[src/verilog/dsil_pkg.sv]
package dsil_pkg;
   // Sample word layout
   localparam int SAMPLE_W = 12;
   localparam int SAMPLE_MSB_POS = 11;
   localparam int SAMPLE_LSB_POS = 0;
   localparam logic [11:0] CODE_MAX = 12'hfff;
   localparam logic [12:0] CODE_SPAN = 13'h1000;
   localparam logic [11:0] CODE_RST = 12'h000;

   // Clock rate and sleep timing
   localparam int CLK_PERIOD_NS = 25;
   localparam int MAX_RATE_MSPS = 210;
   localparam int SLEEP_OFF_NS = 50;
   localparam int WAKE_US = 5;
   // Shortest time rounds down, at least one cycle
   localparam int SLEEP_OFF_CYC = (SLEEP_OFF_NS / CLK_PERIOD_NS) < 1 ? 1 :
      (SLEEP_OFF_NS / CLK_PERIOD_NS);
   localparam int WAKE_CYC = (WAKE_US * 1000 + CLK_PERIOD_NS - 1) / CLK_PERIOD_NS;
   localparam int WAKE_W = 8;

   // Clock receiver modes
   typedef enum logic [1:0] {
      DSIL_CLK_SINGLE = 2'b00,
      DSIL_CLK_DIFF = 2'b01,
      DSIL_CLK_TERM = 2'b10
   } dsil_clk_mode_t;

   // Strap level seen on the mode pin
   typedef enum logic [1:0] {
      DSIL_STRAP_GND = 2'b00,
      DSIL_STRAP_SUPPLY = 2'b01,
      DSIL_STRAP_FLOAT = 2'b10
   } dsil_strap_t;

   typedef enum logic [1:0] {
      DSIL_RUN = 2'b00,
      DSIL_SLEEP = 2'b01,
      DSIL_WAKE = 2'b10
   } dsil_pwr_t;

   // Pair of output current codes
   typedef struct packed {
      logic [11:0] true_current_out;
      logic [11:0] complement_current_out;
   } dsil_out_t;
endpackage
[src/verilog/dsil_latch.sv]
`timescale 1ns/100ps
module dsil_latch #(
   parameter int WAKE_CYCLES = dsil_pkg::WAKE_CYC
) (
   input wire logic sys_clk_i,
   input wire logic rstn_i,
   input wire logic [11:0] sample_i,
   input wire logic sample_valid_i,
   output logic sample_ready_o,
   input wire logic sleep_i,
   input wire logic [1:0] clock_receiver_select_i,
   output logic [1:0] clk_mode_o,
   output logic terminations_on_o,
   output logic awake_o,
   output dsil_pkg::dsil_out_t current_o
);
   localparam logic [15:0] WAKE_LAST = 16'(WAKE_CYCLES - 1);

   // Whole state of the block, registered in one place
   typedef struct packed {
      // Two-slot sample buffer and its pointers
      logic [1:0][11:0] buf_data;
      logic [1:0] buf_full;
      logic wr_ptr;
      logic rd_ptr;
      // Held code and power sequencing
      logic [11:0] code;
      dsil_pkg::dsil_pwr_t pwr;
      logic [15:0] wake_cnt;
      // Clock receiver strap, taken once
      logic strap_taken;
      dsil_pkg::dsil_clk_mode_t mode;
      // Registered current pair
      dsil_pkg::dsil_out_t out;
   } dsil_state_t;

   dsil_state_t st;
   dsil_state_t next_st;

   // Strap decode; a floating pin reads as either upper code
   function automatic dsil_pkg::dsil_clk_mode_t strap_mode(input logic [1:0] s);
      case (s)
         dsil_pkg::DSIL_STRAP_GND: strap_mode = dsil_pkg::DSIL_CLK_SINGLE;
         dsil_pkg::DSIL_STRAP_SUPPLY: strap_mode = dsil_pkg::DSIL_CLK_DIFF;
         default: strap_mode = dsil_pkg::DSIL_CLK_TERM;
      endcase
   endfunction

   // Buffer handshake and run status
   logic push;
   logic pop;
   logic powered;

   // Buffer accepts while a slot is free; drain is the converter itself
   assign sample_ready_o = !st.buf_full[st.wr_ptr];
   assign push = sample_valid_i && sample_ready_o;
   assign pop = st.buf_full[st.rd_ptr];
   assign powered = (st.pwr == dsil_pkg::DSIL_RUN);

   // Next state: buffer first, then power state, and the output pair last,
   // built from the new code and new power state so that code and current
   // move on the same edge while running
   always_comb begin
      next_st = st;
      // Two-entry buffer so a brief stall loses nothing
      if (push) begin
         next_st.buf_data[st.wr_ptr] = sample_i;
         next_st.buf_full[st.wr_ptr] = 1'b1;
         next_st.wr_ptr = !st.wr_ptr;
      end
      // The converter takes a word on every edge one is waiting
      if (pop) begin
         next_st.code = st.buf_data[st.rd_ptr];
         next_st.buf_full[st.rd_ptr] = 1'b0;
         next_st.rd_ptr = !st.rd_ptr;
      end
      // Strap caught once after reset release, never under reset
      if (!st.strap_taken) begin
         next_st.mode = strap_mode(clock_receiver_select_i);
         next_st.strap_taken = 1'b1;
      end
      // Power state: off in one cycle, slow wake count
      case (st.pwr)
         // Running: a request cuts current at the next edge
         dsil_pkg::DSIL_RUN: begin
            if (sleep_i) begin
               next_st.pwr = dsil_pkg::DSIL_SLEEP;
            end
         end
         // Asleep: wake sequence starts once the request falls
         dsil_pkg::DSIL_SLEEP: begin
            if (!sleep_i) begin
               next_st.pwr = dsil_pkg::DSIL_WAKE;
               next_st.wake_cnt = 16'h0000;
            end
         end
         // Waking: a new request sends it straight back to sleep
         dsil_pkg::DSIL_WAKE: begin
            if (sleep_i) begin
               next_st.pwr = dsil_pkg::DSIL_SLEEP;
            end else if (st.wake_cnt >= WAKE_LAST) begin
               next_st.pwr = dsil_pkg::DSIL_RUN;
            end else begin
               next_st.wake_cnt = st.wake_cnt + 16'h0001;
            end
         end
         default: next_st.pwr = dsil_pkg::DSIL_RUN;
      endcase
      // Output pair from the held code; zero current while asleep
      if (next_st.pwr == dsil_pkg::DSIL_RUN) begin
         next_st.out.true_current_out = next_st.code;
         next_st.out.complement_current_out = dsil_pkg::CODE_MAX - next_st.code;
      end else begin
         next_st.out = '0;
      end
   end

   // Held code starts at zero, so outputs are defined before any capture
   // Reset branch loads constants only, no logic on the reset path
   always_ff @(posedge sys_clk_i or negedge rstn_i) begin
      if (!rstn_i) begin
         st <= '0;
         st.code <= dsil_pkg::CODE_RST;
         st.out.complement_current_out <= dsil_pkg::CODE_MAX;
      end else begin
         st <= next_st;
      end
   end

   // Mode and current outputs taken straight from the flops, termination and awake flags decoded from them
   assign clk_mode_o = st.mode;
   assign terminations_on_o = (st.mode == dsil_pkg::DSIL_CLK_TERM);
   assign awake_o = powered;
   assign current_o = st.out;

   // Outputs always sum to full-scale code when awake
   a_out_complement: assert property (@(posedge sys_clk_i) disable iff (!rstn_i)
      powered |-> (st.out.true_current_out + st.out.complement_current_out == 12'hfff))
      else $error("outputs not complementary");
   a_out_follows: assert property (@(posedge sys_clk_i) disable iff (!rstn_i)
      (pop && powered && !sleep_i) |=> (st.out.true_current_out == $past(st.buf_data[st.rd_ptr])))
      else $error("true output did not follow captured code");
   a_sleep_off: assert property (@(posedge sys_clk_i) disable iff (!rstn_i)
      sleep_i |=> (st.out == '0))
      else $error("current not off after sleep");
   a_wake_delay: assert property (@(posedge sys_clk_i) disable iff (!rstn_i)
      (st.pwr == dsil_pkg::DSIL_SLEEP && !sleep_i) |=> !powered)
      else $error("woke too early");
   a_no_loss: assert property (@(posedge sys_clk_i) disable iff (!rstn_i)
      push |=> (st.buf_full != 2'b00))
      else $error("accepted sample lost");
   a_hold_code: assert property (@(posedge sys_clk_i) disable iff (!rstn_i)
      !pop |=> $stable(st.code))
      else $error("code changed without capture");
   a_mode_fixed: assert property (@(posedge sys_clk_i) disable iff (!rstn_i)
      st.strap_taken |=> $stable(st.mode))
      else $error("clock mode changed after strap");
   a_term_flag: assert property (@(posedge sys_clk_i) disable iff (!rstn_i)
      (!st.strap_taken && clock_receiver_select_i[1])
      |=> (terminations_on_o && clk_mode_o == dsil_pkg::DSIL_CLK_TERM))
      else $error("termination flag wrong");
   a_strap_single: assert property (@(posedge sys_clk_i) disable iff (!rstn_i)
      (!st.strap_taken && clock_receiver_select_i == 2'h0)
      |=> (!terminations_on_o && clk_mode_o == dsil_pkg::DSIL_CLK_SINGLE))
      else $error("strap to ground not single-ended");
   a_strap_diff: assert property (@(posedge sys_clk_i) disable iff (!rstn_i)
      (!st.strap_taken && clock_receiver_select_i == 2'h1)
      |=> (!terminations_on_o && clk_mode_o == dsil_pkg::DSIL_CLK_DIFF))
      else $error("strap to supply not differential");
   a_mode_legal: assert property (@(posedge sys_clk_i) disable iff (!rstn_i)
      clk_mode_o != 2'h3)
      else $error("unused clock mode code");

   // Buffer never backs up, since the converter drains every edge
   a_ready_free: assert property (@(posedge sys_clk_i) disable iff (!rstn_i)
      sample_ready_o)
      else $error("buffer refused a sample");
   a_one_slot: assert property (@(posedge sys_clk_i) disable iff (!rstn_i)
      st.buf_full != 2'h3)
      else $error("buffer holds two samples");
   a_drain_every: assert property (@(posedge sys_clk_i) disable iff (!rstn_i)
      (st.buf_full != 2'h0) |=> (st.code == $past(st.buf_data[st.rd_ptr])))
      else $error("waiting word not taken at next edge");
   a_capture_next: assert property (@(posedge sys_clk_i) disable iff (!rstn_i)
      (push && st.buf_full == 2'h0) |-> ##2 (st.code == $past(sample_i, 2)))
      else $error("taken sample not held two edges later");

   // Held code and output pair between captures
   a_code_zero: assert property (@(posedge sys_clk_i) disable iff (!rstn_i)
      !st.strap_taken |-> (st.code == dsil_pkg::CODE_RST))
      else $error("held code not zero before first capture");
   a_true_code: assert property (@(posedge sys_clk_i) disable iff (!rstn_i)
      powered |-> (st.out.true_current_out == st.code))
      else $error("true output differs from held code");
   a_out_stands: assert property (@(posedge sys_clk_i) disable iff (!rstn_i)
      (powered && !pop && !sleep_i) |=> $stable(st.out))
      else $error("output moved without a capture");

   // Power sequencing: off at once, back only after the full count
   a_asleep_zero: assert property (@(posedge sys_clk_i) disable iff (!rstn_i)
      !powered |-> (st.out == '0))
      else $error("current flows while not running");
   a_wake_full: assert property (@(posedge sys_clk_i) disable iff (!rstn_i)
      $rose(powered) |-> ($past(st.pwr) == dsil_pkg::DSIL_WAKE
         && $past(st.wake_cnt) == WAKE_LAST))
      else $error("woke before the full count");
   a_wake_hold: assert property (@(posedge sys_clk_i) disable iff (!rstn_i)
      (st.pwr == dsil_pkg::DSIL_WAKE && !sleep_i && st.wake_cnt < WAKE_LAST)
      |=> (st.pwr == dsil_pkg::DSIL_WAKE))
      else $error("wake count cut short");
   a_wake_restart: assert property (@(posedge sys_clk_i) disable iff (!rstn_i)
      (st.pwr == dsil_pkg::DSIL_WAKE && sleep_i) |=> (st.pwr == dsil_pkg::DSIL_SLEEP))
      else $error("sleep during wake ignored");
endmodule

[config.mk]
export PLATFORM = sky130hd
export DESIGN_NAME = dsil_latch
export DESIGN_NICKNAME = d
export VERILOG_FILES = /design/src/verilog/dsil_pkg.sv /design/src/verilog/dsil_latch.sv
export SDC_FILE = /design/constraint.sdc
export NUM_CORES = 1
export LEC_CHECK = 0
export BUFFER_PORTS_ARGS = -buffer_cell sky130_fd_sc_hd__buf_4
export CORE_MARGIN = 10
export CORE_UTILIZATION = 57
export DETAILED_ROUTE_END_ITERATION = 16
export PLACE_DENSITY = 0.75
export RECOVER_POWER = 100
export SLEW_MARGIN = 25
export SYNTH_ARGS = -nofsm -noshare
export SYNTH_HDL_FRONTEND = slang
export SYNTH_SLANG_ARGS = --single-unit
[constraint.sdc]
create_clock -name sys_clk_i -period 2.8 [get_ports sys_clk_i]
set_input_delay 0.28 -clock sys_clk_i [delete_from_list [all_inputs] [get_ports sys_clk_i]]
set_output_delay 0.28 -clock sys_clk_i [all_outputs]
set_load 0.01 [all_outputs]
# After elaboration in Yosys (flattened, before gate mapping)
# Index checks and enable logic that the tools add are counted.
[word_totals]
reg_bits = 85
out_inout_bits = 29
in_bits = 18
[classes]
bitwise_logic = 3
addsub = 2
n_eq_ne = 7
n_lt_le_gt_ge = 5
n_reduce_logical = 11
n_mux = 26
[op_table]
columns = ["op", "n"]
rows = [
  ["$mux W12", 4],
  ["$mux W16", 2],
  ["$pmux W16 S2", 1],
  ["$bwmux W24", 1],
  ["$mux W24", 1],
  ["$mux W18", 1],
  ["$add A16 B1 Y16 const B", 1],
  ["$ge A16 B8 Y1 const B", 1],
  ["$demux W12 S1", 1],
  ["$sub A12 B12 Y12 const A", 1],
  ["$mux W2", 4],
  ["$logic_not A2 Y1", 3],
  ["$mux W1", 6],
  ["$ne A2 B2 Y1 const B", 3],
  ["$pmux W2 S3", 1],
  ["$eq A2 B1 Y1 const B", 2],
  ["$eq A2 B2 Y1 const B", 2],
  ["$lt A1 B2 Y1 const B", 2],
  ["$pmux W2 S2", 1],
  ["$reduce_and A4 Y1", 1],
  ["$logic_and A1 B1 Y1", 3],
  ["$logic_not A1 Y1", 3],
  ["$mux W3", 1],
  ["$and A2 B2 Y2", 1],
  ["5 further kinds", 7],
]

# Logic depth before layout (Yosys ltp)
[depth]
ltp_word = 8
depth_mapped = 6
ltp_nobuf = 5

# Least setup slack after synthesis
# Ideal clock, no wire load.
[synth_timing]
path_type = "register to register"
start = "register st[27] (netlist bit)"
end = "register st[27] (netlist bit)"
setup_ns = 0.125
path_slack_ns = 0.874
arrival_time_ns = 1.802
path_stages_with_launch = 6
n_path_buf = 0
path_cell_list = "dfrtp_1 ha_1 a2111oi_0 nor2_2 o21ai_1 mux2_2"
[synth_between]
elab_chain_len = 4
word_cells_on_any_way = 7
classes_between = "1 x add/sub; 1 x order compare; 1 x eq/ne; 3 x mux; 1 x reduce/logical"
[synth_lines]
columns = ["item", "line_no", "text"]
rows = [
  ["start, declared", "dsil_latch.sv:37", "dsil_state_t st;"],
  ["start signal, assigned", "dsil_latch.sv:126", "st <= next_st;"],
  ["$add A16 B1 Y16", "dsil_latch.sv:104", "next_st.wake_cnt = st.wake_cnt + 16'h0001;"],
  ["$mux W16", "dsil_latch.sv:101", "end else if (st.wake_cnt >= WAKE_LAST) begin"],
  ["$mux W16", "dsil_latch.sv:99", "if (sleep_i) begin"],
  ["$pmux W16 S2", "dsil_latch.sv:83", "case (st.pwr)"],
]
# Parallel ways exist; a longest one is shown, timed or not. The select of a mux whose other input is x is not followed.
# A chain may end at the register's enable or synchronous reset.

==> metrics.cfg <==
[status]
status = complete, but fails checks
violations = capacitance limit, slew limit

[placement]
place.gp.congestion = 0.798
hpwl_um = 4100
port_buffers = 46

[yosys]
synth-seq-area-share_pct = 61.2
syn_area_um2 = 3500
yosys_most_used_dff = dfrtp_1
yosysUniqueCellTypes = 38
avgSynthCellArea_um2 = 12.7
syn-num-nets = 295
synth_cells = 276
yosys_register_bits = 85
ys_async_sr_fraction_pct = 100
yosys_warnings = 0
synth-edff-count = 0

[worst_setup_path]
critical_path_required_ns = 3.03
path_cells = mux2i_1 -> clkbuf_1 -> o21ai_0 -> nor2b_1
cp_top_family = buffers and inverters
crit_buf_inv = 1
critPathMaxStageDelay_ns = 0.62
arrival_ns = 2.39
path_max_fanout = 24
slowest_stage = clkbuf_1
crit_path_end_kind = flop
criticalPathCategory = flop to flop
worst_setup_path_start_kind = flop

[timing]
rsz0062_at_grt = no
period_minus_slack_ns = 2.16
final-setup-viol-count = 0
fmaxAchievable_mhz = 464
finalMaxSlewViolations = 86
skew_ns = 0.00736
min_period_over_period_pct = 77.1
holdWs_ns = 0.168
worstMarginPinSlew_ns = 2.00
slew-limit-headroom_pct = -33.7
hold_violations = 0
tns_ns = 0

[power]
ir_drop_v = 0.000645
power_frac_comb_pct = 27.5
p_switching_mw = 1.25
leakagePower_nw = 1.75
p_seq_share_pct = 46.8
p_sw_share_pct = 30.3
internal_power_mw = 2.87
clockPowerShare_pct = 25.8
p_per_area_nw_per_um2 = 1070
finalPower_mw = 4.12

[finish]
nets = 321
layout_commonest_cell = dfrtp_1
syn2layout_area_growth_pct = 10.1
antenna_cells = 0
final_cell_mix = 73 x dfrtp_1, 32 x clkbuf_1, 27 x mux2_2, 21 x nand2_1, 18 x buf_4
layout-drive-gt1-share_pct = 26.1
fill_cells = 451

[job]
max_cap_viol_count = 1

[global_route]
grt_use_total_pct = 12.8
first_global_vias = 2035
grt.overflow.total = 0
grt_pass1_wl_um = 9980
grt_start_max_net_pins = 86
antenna_found_initial = 0

[drt]
drt_first_pass_iters = 4
vias = 1973
remaining_drc_errors = 0
avgRoutedWirePerCell_um = 15.9
viasPerCell = 5.16
routed_wl_um = 6070
antenna_left = 0
drt_iter0_drc = 60

[cts]
cts_tree = yes
cts_resized = 0
cts.sinks = 85
numCtsBuffers = 9
insertion_delay_ns = 0.35
ctsHtreeMaxLevel = 3
cts_hold_buffers = 0
cts_setup_buffers = 0
clk_pin_slew_ns = 0.08
clock_path_buffers = 2
clockRootBuffer = clkbuf_8

[floorplan]
fp.coreArea_um2 = 5960
row_count = 28
start_util_pct = 58.8
die_h_um = 98.4
die_area_um2 = 9680
io_pins = 47
fp.dieW_um = 98.4

[worst_hold_path]
hold_class = primary input to flop

power groups by stage:
| stage | logic [mW] | clock network, mW | registers, mW |
|---|---|---|---|
| after floorplan | 1.03 | 0 | 1.87 |
| after global placement | 1.25 | 0 | 1.94 |
| after detailed placement | 1.29 | 0 | 1.96 |
| after CTS | 1.30 | 1.08 | 1.93 |
| after global routing | 1.27 | 1.13 | 1.99 |
| final | 1.13 | 1.06 | 1.93 |
sequential cells by signal, summed over array words and instances, names as in the netlist:
register	flops
clk_mode_o	2
current_o	24
st	59
worst reg2reg max path, delay by kind of cell (launching register included):
family / cells / cell delay [ns]
buffers and inverters: 1 / 0.62
flip-flops: 1 / 0.60
AO/OA/AOI/OAI: 1 / 0.36
multiplexers: 1 / 0.24
AND/OR/NAND/NOR: 1 / 0.22
synthesized netlist by cell type, types with 2 or more instances:
cell	n	area, um2
a21o_1	2	15.0
a21oi_1	3	15.0
and2_1	8	50.1
buf_2	3	15.0
buf_4	26	195
clkbuf_1	5	18.8
dfrtp_1	73	1830
dfstp_2	12	315
inv_1	4	15.0
mux2_2	27	304
mux2i_1	17	170
nand2_1	21	78.8
nand2b_1	3	18.8
nand3_1	3	15.0
nor2_1	16	60.1
nor2b_1	13	81.3
nor3b_1	2	15.0
nor4_1	2	12.5
nor4_2	2	25.0
o21ai_0	14	70.1
or4_1	2	15.0
or4_4	2	22.5
stage by stage:
step,utilization (%),instance area [um2],worst slack (ns),std cells
finish,64.7,3850,0.643,382
global route,64.7,3850,0.403,382
CTS,67.1,3990,0.696,382
detailed placement,62.9,3740,0.746,366
global placement,62.9,3740,0.787,366
floorplan,-,3500,0.874,276
final timing paths:
path                       slack [ns]  depth (start not counted)         start            end
setup / recovery                 0.64                          4        st[57]  current_o[22]
hold / removal                   0.17                          2  sample_i[11]         st[72]
setup reg to reg                 0.64                          4        st[57]  current_o[22]
hold reg to reg                  0.50                          1        st[36]         st[36]
max in group asynchronous        1.13                          1        rstn_i  clk_mode_o[1]
min in group asynchronous        0.49                          1        rstn_i         st[30]
area by class of cell:
class	instances	area, um2	area share, %
clock inverters	4	95.1	2.47
well taps	75	93.8	2.43
clock buffers	12	155	4.02
flip-flops and latches	85	2140	55.6
multi-input cells	152	1100	28.5
repair buffers	50	256	6.65
inverters	4	15.0	0.389
cell families (layout without fill, tap and decap cells):
| family | Yosys count | count (layout) | share of synthesized area [%] |
|---|---|---|---|
| AO/OA/AOI/OAI | 25 | 25 | 4.29 |
| adder cells (fa/ha/maj) | 1 | 1 | 0.357 |
| buffers and inverters | 39 | 70 | 7.07 |
| flip-flops | 85 | 85 | 61.2 |
| multiplexers | 44 | 44 | 13.5 |
| other | 1 | 1 | 0.107 |
| AND/OR/NAND/NOR | 81 | 81 | 13.5 |
routing by layer:
metal | vias to the layer above | GRT usage [%] | routed length [um]
met5 | - | 0 | 0
met4 | 0 | 6.62 | 116
met3 | 12 | 3.95 | 334
met2 | 47 | 17.2 | 2570
met1 | 954 | 17.9 | 3040
li1 | 960 | - | -
No activity file was read; power rests on OpenSTA's default activity.
